**src/logic/tcrb_pkg.sv**
```systemverilog
/*
 package for the capture/reload/baud timer: register indices, byte
 addresses, field layouts, reset values and prescale counts.
 assumes a 32-bit avalon-mm master with word-aligned byte addressing.
*/
package tcrb_pkg;

	localparam int ADDR_W = 10;
	localparam int DATA_W = 32;

	// printed offsets are register indices; byte address is index * 4
	localparam logic [7:0] IDX_IRQ_EN   = 8'hA8;
	localparam logic [7:0] IDX_CTRL     = 8'hC8;
	localparam logic [7:0] IDX_MODE     = 8'hC9;
	localparam logic [7:0] IDX_RLD_LOW  = 8'hCA;
	localparam logic [7:0] IDX_RLD_HIGH = 8'hCB;
	localparam logic [7:0] IDX_CNT_LOW  = 8'hCC;
	localparam logic [7:0] IDX_CNT_HIGH = 8'hCD;

	localparam logic [ADDR_W-1:0] ADR_IRQ_EN   = {IDX_IRQ_EN, 2'b00};
	localparam logic [ADDR_W-1:0] ADR_CTRL     = {IDX_CTRL, 2'b00};
	localparam logic [ADDR_W-1:0] ADR_MODE     = {IDX_MODE, 2'b00};
	localparam logic [ADDR_W-1:0] ADR_RLD_LOW  = {IDX_RLD_LOW, 2'b00};
	localparam logic [ADDR_W-1:0] ADR_RLD_HIGH = {IDX_RLD_HIGH, 2'b00};
	localparam logic [ADDR_W-1:0] ADR_CNT_LOW  = {IDX_CNT_LOW, 2'b00};
	localparam logic [ADDR_W-1:0] ADR_CNT_HIGH = {IDX_CNT_HIGH, 2'b00};

	// overflow interrupt enable position in the interrupt enable register
	localparam int IRQ_EN_BIT = 5;

	localparam logic [7:0]  BYTE_ZERO  = 8'h00;
	localparam logic [15:0] CNT_ZERO   = 16'h0000;
	localparam logic [15:0] CNT_MAX    = 16'hFFFF;
	localparam logic [23:0] READ_PAD   = 24'h00_0000;

	// prescale: divided core clock for timing, faster in baud/clock-out
	localparam logic [3:0] DIV_TIMER = 4'hB;
	localparam logic [3:0] DIV_FAST  = 4'h1;
	localparam logic [3:0] DIV_ZERO  = 4'h0;

	typedef struct packed {
		logic overflow_flag;
		logic ext_trigger_flag;
		logic rx_baud_select;
		logic tx_baud_select;
		logic ext_trigger_enable;
		logic run_control;
		logic count_source_select;
		logic capture_not_reload;
	} tcrb_ctrl_t;

	typedef struct packed {
		logic [5:0] reserved;
		logic       clock_out_enable;
		logic       down_count_enable;
	} tcrb_mode_t;

	typedef struct packed {
		logic              read;
		logic              write;
		logic [ADDR_W-1:0] address;
		logic [DATA_W-1:0] writedata;
	} tcrb_avs_req_t;

	localparam tcrb_ctrl_t CTRL_RESET = 8'h00;
	localparam tcrb_mode_t MODE_RESET = 8'h00;
	localparam logic [5:0] MODE_RESV  = 6'h00;

endpackage

```
**src/logic/tcrb_top.sv**
```systemverilog
/*
 16-bit timer/counter with capture/reload, up/down count, baud tick
 generation and clock output, reached over avalon-mm with waitrequest.
 assumes pins arrive asynchronously; the other timer's overflow pulse
 comes from logic on clk_in.
*/
`timescale 1ns/1ps
// Contract
// - overflow sets sticky flag until software clears
// - no overflow flag while any baud select
// - trigger flag set by capturing/reloading trigger edge
// - trigger flag raises no interrupt in up/down
// - receive baud select picks receive tick source
// - transmit baud select picks transmit tick source
// - trigger edge captures/reloads except in baud or up/down mode
// - trigger disabled: pin edges ignored
// - count only while run control set
// - source select: prescaled clock or pin edges
// - capture mode copies count into reload pair
// - baud mode forces auto-reload on overflow
// - clock-out enable drives clock onto count pin; the code drives it only with source select clear
// - down count enable makes up/down counter
// - low reload register loads/captures low byte
// - high reload register loads/captures high byte
// - low count register reads/writes low byte
// - high count register reads/writes high byte
// - interrupt only with overflow interrupt enable
module tcrb_top (
	// clock and reset
	input  wire logic                        clk_in,
	input  wire logic                        rst_n_in,
	// avalon-mm slave
	input  wire tcrb_pkg::tcrb_avs_req_t     avs_req_in,
	output logic [tcrb_pkg::DATA_W-1:0]      avs_readdata_out,
	output logic                             avs_waitrequest_out,
	// pins
	input  wire logic                        ext_trigger_pin_in,
	input  wire logic                        ext_count_input_in,
	output logic                             ext_count_out,
	output logic                             ext_count_oe_n_out,
	// serial port side
	input  wire logic                        other_timer_ovf_in,
	output logic                             rx_baud_tick_out,
	output logic                             tx_baud_tick_out,
	// interrupt request
	output logic                             irq_out
);

	tcrb_pkg::tcrb_ctrl_t ctrl_reg;
	tcrb_pkg::tcrb_mode_t mode_reg;
	logic [15:0] cnt_reg;
	logic [15:0] cnt_next;
	logic [7:0]  rld_low_reg;
	logic [7:0]  rld_high_reg;
	logic        irq_en_reg;
	logic        wait_reg;
	logic [tcrb_pkg::DATA_W-1:0] rdata_reg;
	logic        trig_s1_reg, trig_s2_reg, trig_prev_reg;
	logic        cin_s1_reg, cin_s2_reg, cin_prev_reg;
	logic [3:0]  pre_reg;
	logic        clk_o_reg, oe_n_reg, rx_tick_reg, tx_tick_reg, irq_reg;

	logic        baud, clk_out_mode, updown, trig_fall, cin_fall, pre_tick;
	logic        count_tick, trig_ev, ovf_ev, wr_go;
	logic [15:0] rld;
	logic [3:0]  pre_top;

	assign rld          = {rld_high_reg, rld_low_reg};
	assign baud         = ctrl_reg.rx_baud_select | ctrl_reg.tx_baud_select;
	assign clk_out_mode = mode_reg.clock_out_enable & ~ctrl_reg.count_source_select;
	assign updown       = mode_reg.down_count_enable & ~baud;
	assign trig_fall    = trig_prev_reg & ~trig_s2_reg;
	assign cin_fall     = cin_prev_reg & ~cin_s2_reg;
	assign pre_top      = (baud | clk_out_mode) ? tcrb_pkg::DIV_FAST : tcrb_pkg::DIV_TIMER;
	assign pre_tick     = (pre_reg == pre_top);
	assign wr_go        = avs_req_in.write & ~wait_reg;

	// pin synchronisers; edge detect compares the second stage with its one-cycle delayed copy
	always_ff @(posedge clk_in or negedge rst_n_in) begin
		if (!rst_n_in) begin
			trig_s1_reg   <= 1'b1;
			trig_s2_reg   <= 1'b1;
			trig_prev_reg <= 1'b1;
			cin_s1_reg    <= 1'b1;
			cin_s2_reg    <= 1'b1;
			cin_prev_reg  <= 1'b1;
		end else begin
			trig_s1_reg   <= ext_trigger_pin_in;
			trig_s2_reg   <= trig_s1_reg;
			trig_prev_reg <= trig_s2_reg;
			cin_s1_reg    <= ext_count_input_in;
			cin_s2_reg    <= cin_s1_reg;
			cin_prev_reg  <= cin_s2_reg;
		end
	end

	// prescaler for the divided core clock
	always_ff @(posedge clk_in or negedge rst_n_in) begin
		if (!rst_n_in) begin
			pre_reg <= tcrb_pkg::DIV_ZERO;
		end else if (pre_tick || pre_reg > pre_top) begin
			pre_reg <= tcrb_pkg::DIV_ZERO;
		end else begin
			pre_reg <= pre_reg + 4'h1;
		end
	end

	assign count_tick = ctrl_reg.run_control &
		(ctrl_reg.count_source_select ? cin_fall : pre_tick);
	// trigger gated by enable and baud; pin is direction in up/down
	assign trig_ev = ctrl_reg.ext_trigger_enable & trig_fall & ~baud & ~updown;

	always_comb begin
		cnt_next = cnt_reg;
		ovf_ev   = 1'b0;
		if (count_tick) begin
			// down count, pin high counts up
			if (updown && !trig_s2_reg) begin
				if (cnt_reg == rld) begin
					cnt_next = tcrb_pkg::CNT_MAX;
					ovf_ev   = 1'b1;
				end else begin
					cnt_next = cnt_reg - 16'h0001;
				end
			end else if (cnt_reg == tcrb_pkg::CNT_MAX) begin
				ovf_ev = 1'b1;
				if (ctrl_reg.capture_not_reload && !baud && !updown) begin
					cnt_next = tcrb_pkg::CNT_ZERO;
				end else begin
					cnt_next = rld;
				end
			end else begin
				cnt_next = cnt_reg + 16'h0001;
			end
		end
		if (trig_ev && !ctrl_reg.capture_not_reload) begin
			cnt_next = rld;
		end
		if (wr_go && avs_req_in.address == tcrb_pkg::ADR_CNT_LOW) begin
			cnt_next[7:0] = avs_req_in.writedata[7:0];
		end
		if (wr_go && avs_req_in.address == tcrb_pkg::ADR_CNT_HIGH) begin
			cnt_next[15:8] = avs_req_in.writedata[7:0];
		end
	end

	always_ff @(posedge clk_in or negedge rst_n_in) begin
		if (!rst_n_in) begin
			cnt_reg <= tcrb_pkg::CNT_ZERO;
		end else begin
			cnt_reg <= cnt_next;
		end
	end

	// reload pair; a capture wins over a same-cycle write
	always_ff @(posedge clk_in or negedge rst_n_in) begin
		if (!rst_n_in) begin
			rld_low_reg  <= tcrb_pkg::BYTE_ZERO;
			rld_high_reg <= tcrb_pkg::BYTE_ZERO;
		end else if (trig_ev && ctrl_reg.capture_not_reload) begin
			rld_low_reg  <= cnt_reg[7:0];
			rld_high_reg <= cnt_reg[15:8];
		end else if (wr_go) begin
			if (avs_req_in.address == tcrb_pkg::ADR_RLD_LOW) begin
				rld_low_reg <= avs_req_in.writedata[7:0];
			end else if (avs_req_in.address == tcrb_pkg::ADR_RLD_HIGH) begin
				rld_high_reg <= avs_req_in.writedata[7:0];
			end
		end
	end

	// control register; hardware set beats software clear
	always_ff @(posedge clk_in or negedge rst_n_in) begin
		if (!rst_n_in) begin
			ctrl_reg <= tcrb_pkg::CTRL_RESET;
		end else begin
			if (wr_go && avs_req_in.address == tcrb_pkg::ADR_CTRL) begin
				ctrl_reg <= tcrb_pkg::tcrb_ctrl_t'(avs_req_in.writedata[7:0]);
			end
			if (ovf_ev && !baud) begin
				ctrl_reg.overflow_flag <= 1'b1;
			end
			if (trig_ev) begin
				ctrl_reg.ext_trigger_flag <= 1'b1;
			end else if (ovf_ev && updown) begin
				// toggles at each wrap, whether counting up or down
				ctrl_reg.ext_trigger_flag <= ~ctrl_reg.ext_trigger_flag;
			end
		end
	end

	always_ff @(posedge clk_in or negedge rst_n_in) begin
		if (!rst_n_in) begin
			mode_reg   <= tcrb_pkg::MODE_RESET;
			irq_en_reg <= 1'b0;
		end else if (wr_go) begin
			if (avs_req_in.address == tcrb_pkg::ADR_MODE) begin
				mode_reg <= {tcrb_pkg::MODE_RESV, avs_req_in.writedata[1:0]};
			end else if (avs_req_in.address == tcrb_pkg::ADR_IRQ_EN) begin
				irq_en_reg <= avs_req_in.writedata[tcrb_pkg::IRQ_EN_BIT];
			end
		end
	end

	// bus: one wait cycle, then data stands with waitrequest low
	always_ff @(posedge clk_in or negedge rst_n_in) begin
		if (!rst_n_in) begin
			wait_reg <= 1'b1;
		end else begin
			wait_reg <= ~((avs_req_in.read | avs_req_in.write) & wait_reg);
		end
	end

	// unmapped addresses read zero
	always_ff @(posedge clk_in or negedge rst_n_in) begin
		if (!rst_n_in) begin
			rdata_reg <= {tcrb_pkg::READ_PAD, tcrb_pkg::BYTE_ZERO};
		end else if (avs_req_in.read && wait_reg) begin
			if (avs_req_in.address == tcrb_pkg::ADR_CTRL) begin
				rdata_reg <= {tcrb_pkg::READ_PAD, ctrl_reg};
			end else if (avs_req_in.address == tcrb_pkg::ADR_MODE) begin
				rdata_reg <= {tcrb_pkg::READ_PAD, mode_reg};
			end else if (avs_req_in.address == tcrb_pkg::ADR_RLD_LOW) begin
				rdata_reg <= {tcrb_pkg::READ_PAD, rld_low_reg};
			end else if (avs_req_in.address == tcrb_pkg::ADR_RLD_HIGH) begin
				rdata_reg <= {tcrb_pkg::READ_PAD, rld_high_reg};
			end else if (avs_req_in.address == tcrb_pkg::ADR_CNT_LOW) begin
				rdata_reg <= {tcrb_pkg::READ_PAD, cnt_reg[7:0]};
			end else if (avs_req_in.address == tcrb_pkg::ADR_CNT_HIGH) begin
				rdata_reg <= {tcrb_pkg::READ_PAD, cnt_reg[15:8]};
			end else if (avs_req_in.address == tcrb_pkg::ADR_IRQ_EN) begin
				rdata_reg <= {tcrb_pkg::READ_PAD, 2'b00, irq_en_reg, 5'b0_0000};
			end else begin
				rdata_reg <= {tcrb_pkg::READ_PAD, tcrb_pkg::BYTE_ZERO};
			end
		end
	end

	// clock output pin; released (oe high) outside clock-out mode
	always_ff @(posedge clk_in or negedge rst_n_in) begin
		if (!rst_n_in) begin
			clk_o_reg <= 1'b0;
			oe_n_reg  <= 1'b1;
		end else begin
			oe_n_reg <= ~clk_out_mode;
			if (clk_out_mode && ovf_ev) begin
				clk_o_reg <= ~clk_o_reg;
			end
		end
	end

	// baud ticks and interrupt, all registered
	always_ff @(posedge clk_in or negedge rst_n_in) begin
		if (!rst_n_in) begin
			rx_tick_reg <= 1'b0;
			tx_tick_reg <= 1'b0;
			irq_reg     <= 1'b0;
		end else begin
			rx_tick_reg <= ctrl_reg.rx_baud_select ? ovf_ev : other_timer_ovf_in;
			tx_tick_reg <= ctrl_reg.tx_baud_select ? ovf_ev : other_timer_ovf_in;
			irq_reg <= irq_en_reg & (ctrl_reg.overflow_flag |
				(ctrl_reg.ext_trigger_flag & ~mode_reg.down_count_enable));
		end
	end

	assign avs_readdata_out    = rdata_reg;
	assign avs_waitrequest_out = wait_reg;
	assign ext_count_out       = clk_o_reg;
	assign ext_count_oe_n_out  = oe_n_reg;
	assign rx_baud_tick_out    = rx_tick_reg;
	assign tx_baud_tick_out    = tx_tick_reg;
	assign irq_out             = irq_reg;
endmodule

```
**config.mk**
```make
export PLATFORM = sky130hd
export DESIGN_NAME = tcrb_top
export DESIGN_NICKNAME = d
export VERILOG_FILES = /design/src/logic/tcrb_pkg.sv /design/src/logic/tcrb_top.sv
export SDC_FILE = /design/constraint.sdc
export NUM_CORES = 1
export LEC_CHECK = 0
export BUFFER_PORTS_ARGS = -buffer_cell sky130_fd_sc_hd__buf_2
export CAP_MARGIN = 40
export CORE_ASPECT_RATIO = 1.5
export CORE_MARGIN = 2
export CORE_UTILIZATION = 51
export CTS_CLUSTER_DIAMETER = 60
export DETAILED_ROUTE_END_ITERATION = 10
export PLACE_DENSITY = 0.75
export SETUP_SLACK_MARGIN = 0.02
export SLEW_MARGIN = 15
export SYNTH_ARGS = -nofsm -noshare
export SYNTH_HDL_FRONTEND = slang
export SYNTH_SLANG_ARGS = --single-unit
```
**constraint.sdc**
```tcl
create_clock -name clk_in -period 2.6 [get_ports clk_in]
set_clock_uncertainty 0.2 [all_clocks]
set_input_delay 0.26 -clock clk_in [delete_from_list [all_inputs] [get_ports clk_in]]
set_output_delay 0.26 -clock clk_in [all_outputs]
set_load 0.02 [all_outputs]
```
Yosys cells after proc, flatten, opt, wreduce, memory -nomap -nowiden:

Index checks and enable logic that the tools add are counted.

* flip-flop bits (word level): 91
* bits of input ports: 49
* logic and storage cells: 135

* add/sub/neg operators: 3
* magnitude comparators: 1
* equality and inequality tests: 11
* muxes and demuxes: 35
* bitwise operators: 28
* reductions and logical operators: 28

Operator list (number)
* 8-bit two-way mux: 16
* 16-bit two-way mux: 6
* 10-bit == test (second input constant): 7
* 16-bit by 1-bit adder with 16-bit output (second input constant): 1
* 16-bit == test: 1
* 16-bit == test (second input constant): 1
* 16-bit by 1-bit subtractor with 16-bit output (second input constant): 1
* 1-bit bitwise AND: 12
* 1-bit logical AND: 12
* 1-bit NOT: 12
* 1-bit two-way mux: 10
* 3-bit nonzero test: 3
* 4-bit two-way mux: 2
* 2-bit nonzero test: 4
* 6-bit two-way mux: 1
* 3-bit AND reduction: 2
* 4-bit by 1-bit adder with 4-bit output (second input constant): 1
* 4-bit == test: 1
* 4-bit greater-than comparator: 1
* 1-bit logical NOT: 4
* 1-bit bitwise OR: 4
* 2-bit AND reduction: 2
* 2-bit != test (second input constant): 1
* 1-bit logical OR: 1

Depth between registers and ports, before layout:

* depth after elaboration: 11
* gate-level depth with buffers: 10
* mapped depth without buffers: 9

Worst setup path after synthesis:

No wires, ideal clock.

* path kind: register to register
* start point: reg ctrl_reg[4] (netlist bit)
* end point: reg ctrl_reg[6] (netlist bit)
* setup time: 0.126 ns
* arrival: 2.114 ns
* data required time: 2.274 ns
* path slack: 0.160 ns
* stages on the path, launching flop included: 10
* path buffers: 0
* period minus slack after synthesis: 2.440 ns
* cell sequence: dfrtp_1 > nor2_1 > nand2_1 > ha_1 > nand4b_1 > o21ai_0 > nand2_1 > o32ai_1 > mux2i_1 > nor2_1

* word-level cells in the longest chain between the ends: 10
* elaborated cells between the ends (all ways): 18
* classes of those cells: 1 x eq/ne; 6 x mux; 8 x bitwise; 3 x reduce/logical

Ends and longest elaborated chain
* from (decl): RTL line tcrb_top.sv:49 `tcrb_pkg::tcrb_ctrl_t ctrl_reg;`
* from (signal assigned): RTL line tcrb_top.sv:175 `ctrl_reg <= tcrb_pkg::CTRL_RESET;`
* from (signal assigned): RTL line tcrb_top.sv:178 `ctrl_reg <= tcrb_pkg::tcrb_ctrl_t'(avs_req_in.writedata[7:0]);`
* 1-bit bitwise OR (*): RTL line tcrb_top.sv:69 `assign baud = ctrl_reg.rx_baud_select | ctrl_reg.tx_baud_select;`
* 1-bit bitwise OR: RTL line tcrb_top.sv:74 `assign pre_top = (baud | clk_out_mode) ? tcrb_pkg::DIV_FAST : tcrb_pkg::DIV_TIMER;`
* 4-bit two-way mux: RTL line tcrb_top.sv:74
* 4-bit == test: RTL line tcrb_top.sv:75 `assign pre_tick = (pre_reg == pre_top);`
* 1-bit two-way mux: RTL line tcrb_top.sv:109 `(ctrl_reg.count_source_select ? cin_fall : pre_tick);`
* 1-bit bitwise AND: RTL line tcrb_top.sv:108 `assign count_tick = ctrl_reg.run_control &`
* 1-bit two-way mux: RTL line tcrb_top.sv:116 `if (count_tick) begin`
* 1-bit logical AND: RTL line tcrb_top.sv:185 `end else if (ovf_ev && updown) begin`
* 1-bit two-way mux: RTL line tcrb_top.sv:185
* 1-bit two-way mux: RTL line tcrb_top.sv:183 `if (trig_ev) begin`

Mark *: on every way between the ends. The rest lies on a longest branch, timed or not.
A chain may end at the register's enable or synchronous reset.

Worst setup path after layout:

* start point: reg cnt_reg[9]
* end point: reg cnt_reg[0]

* word-level cells in the longest chain between the ends: 6
* elaborated cells between the ends (all ways): 8
* classes of those cells: 2 x eq/ne; 6 x mux

Ends and longest elaborated chain
* from (decl): RTL line tcrb_top.sv:51 `logic [15:0] cnt_reg;`
* from (signal assigned): RTL line tcrb_top.sv:149 `cnt_reg <= tcrb_pkg::CNT_ZERO;`
* from (signal assigned): RTL line tcrb_top.sv:151 `cnt_reg <= cnt_next;`
* 16-bit == test, on equally long branches: RTL line tcrb_top.sv:125, tcrb_top.sv:119
* 16-bit two-way mux, on equally long branches: RTL line tcrb_top.sv:125, tcrb_top.sv:119
* 16-bit two-way mux (*): RTL line tcrb_top.sv:118 `if (updown && !trig_s2_reg) begin`
* 16-bit two-way mux (*): RTL line tcrb_top.sv:116
* 16-bit two-way mux (*): RTL line tcrb_top.sv:136 `if (trig_ev && !ctrl_reg.capture_not_reload) begin`
* 8-bit two-way mux (*): RTL line tcrb_top.sv:139 `if (wr_go && avs_req_in.address == tcrb_pkg::ADR_CNT_LOW) begin`

Mark *: on every way between the ends. The rest lies on a longest branch, timed or not. The select of a mux whose other input is x is not followed.

==> impl_results.md <==
* Clock Power Share at 0.416
* Net Sw Frac at 0.306
* Die ar. at ~10000 sq um
* Drt total wl at approximately 17000 um
* Synth Instances at about 560
* Final estimated routing congestion in global placement at 1.06
* Crit path max fanout at 5
* Largest net degree at the start of global routing at 33
* Combinational power share at 0.167
* Num rows at 43
* R2r setup slk at 0.06 ns
* Main synth FF type: dfrtp_1
* ANT cells at 0
* Mean area per synthesized cell at around 8.5 sq um
* Fmax at 394 MHz
* Most frequent cells in the layout: 94 x buf_4, 59 x nor2_1, 55 x dfrtp_1
* Max-cap violations at 0
* Max Slew Vio Count at 0
* CP required at between 2 and 3 ns
* CTS H-tree depth at 3
* Final min period at 2.54 ns
* WL/cell at 22.0 um
* Core area at about 9000 sq um
* Vias in the first global route at around 4900
* RSZ-0062 raised after global routing: true
* CTS tree: yes
* Worst path arrival time at approximately 2.6 ns
* Setup_tns at 0 ns
* Top cells by area, synth: dfrtp_1 31%, xor2_1 5.3%, a21oi_1 4.8%
* Psw at between 800 and 900 uW
* FF-to-FF path depth at 8
* Count of cell types in the netlist at 71
* Finished Cell Area at 5980 sq um
* Worst VDD drop at 0.388 mV
* Number of DRC markers in iteration 0 at approximately 470
* Dpl cell area at ~5500 sq um
* Vias/cell at 6.41
* Max FFs per register at 16
* Element type at the critical path end: flip-flop
* Drt first pass iters at 5
* Hold Vio Cnt, Final at 0
* CP Class: flip-flop to flip-flop
* Clk Latency, worst-skew pair at between 0.3 and 0.4 ns
* # clock sinks at 67
* Root Driver: clkbuf_16
* TritonCTS Buffers at 9
* Initial antenna violation count at 0
* Leading cell type in the layout, fill and taps excluded: buf_4
* Post-synthesis sequential area ratio at 0.355
* Final ANT Viol Nets at 0
* Worst Tran Pin Value at approximately 0.70 ns
* Io pins at between 80 and 90
* HPWL after DPL at between 10000 and 15000 um
* Vias at a little over 5000
* Final Util at 0.654
* Starting Density at 0.519
* Slew HR at 0.536
* Clock buffer depth at 2
* Seq cells post-synth at 67
* Final Cycle Share at 0.976
* Global-route wire length before repair at 26400 um
* Fraction of registers with async set/reset at 1.00
* Die H at roughly 120 um
* Sequential power share at 0.417
* Int Pwr at 1.97 mW
* Layout cell share with drive strength beyond 1 at 0.276
* Nets at a little over 700
* Gr usage total at 0.343
* Status: completed
* Post-synth EDFFs at 0
* Post-synth top area share at 0.311
* CP startpoint kind: flip-flop
* Setup violators final at 0
* Leading area contributor after synthesis: dfrtp_1
* Clock transition at path regs at approximately 0.060 ns
* Warnings from Yosys at 0
* PD cells at 475 nW/um^2
* Worst Hold Class: input port to flip-flop
* I/O Buffers at 38
* Overflow after GRT at 0
* Hold depth at 3
* Layout area overhead at 25.8%
* DRC errors left at 0
* P_leak at between 2 and 3 nW
* Die W at approximately 83 um
* Mapped Area at approximately 4800 sq um
worst paths after layout:
kind                               startpoint     endpoint
worst max-delay path               cnt_reg[9]   cnt_reg[0]
worst min-delay path            avs_req_in[4]  ctrl_reg[4]
worst max register to register     cnt_reg[9]   cnt_reg[0]
worst min register to register    trig_s1_reg  trig_s2_reg
max in group asynchronous            rst_n_in   cin_s1_reg
min in group asynchronous            rst_n_in  mode_reg[1]
stage by stage:
stage / setup WS [ns] / hold slack [ns] / power (mW) / std cells
floorplan: 0.160 / -0.236 / 1.48 / 581
global placement: 0.0607 / 0.146 / 1.63 / 760
detailed placement: 0.0550 / 0.138 / 1.65 / 760
CTS: 0.0475 / 0.0292 / 2.84 / 783
global route: -0.0235 / 0.0376 / 2.95 / 787
finish: 0.0626 / 0.0442 / 2.84 / 787
cell usage after synthesis (all sizes together), types with 6 or more instances:
cell type,instances
a22oi,11
nor3,14
nand2,51
a221oi,14
dfrtp,59
o21ai,16
buf,38
mux2i,21
clkbuf,25
nor2,60
dfstp,8
nand3,19
nand4,6
inv,6
xor2,29
xnor2,12
a21oi,46
nor4,11
mux2,6
repair_timing:
action	in CTS	in global routing
gates resized for setup	1	19
hold buffers	7	0
endpoints found under the hold margin	28	0
setup buffers	0	3
pin swaps	0	3
cloned	0	1
setup endpoints to repair	1	17
layout make-up:
class | count | area (sq um)
clock buffers | 9 | 225
well taps | 112 | 140
repair buffers | 141 | 991
inverters | 7 | 26.3
fillers | 779 | 3170
flip-flops and latches | 67 | 1690
clock inverters | 7 | 57.6
multi-input cells | 444 | 2850
logic make-up (layout without fill, tap and decap cells):
| kind of cell | after synthesis | count (layout) | share of synthesized area |
|---|---|---|---|
| adders and majority gates | 5 | 5 | 0.0132 |
| other | 1 | 24 | 0.000789 |
| muxes | 27 | 27 | 0.0585 |
| AOI/OAI and AO/OA | 138 | 138 | 0.195 |
| and+or+nand+nor | 209 | 209 | 0.224 |
| DFF | 67 | 67 | 0.355 |
| buffers and inverters | 70 | 164 | 0.0782 |
| xor gates and xnor gates | 41 | 41 | 0.0756 |
power by group through the flow:
stage | clock, mW | sequential, mW | combinational [mW]
6_report | 1.18 | 1.19 | 0.475
5_1_grt | 1.24 | 1.20 | 0.515
4_1_cts | 1.19 | 1.18 | 0.460
3_5_place_dp | 0 | 1.20 | 0.447
3_3_place_gp | 0 | 1.20 | 0.435
2_1_floorplan | 0 | 1.20 | 0.277
worst max-delay path: stages, from the launching register on:
cell      delay [ns]
dfrtp_2         0.48
xor2_1          0.24
nor4_1          0.33
nand4_1         0.31
buf_4           0.25
mux2i_1         0.13
buf_4           0.16
a211oi_1        0.05
o31ai_1         0.26
metal layers:
metal	wire, um	up-vias	GRT usage	part of all wire
met4	1610	0	0.279	0.093
met5	0	-	0	0
met1	6080	2371	0.376	0.35
li1	-	2222	-	-
met3	1300	117	0.0664	0.075
met2	8320	335	0.577	0.48
No activity file was read; power rests on OpenSTA's default activity.
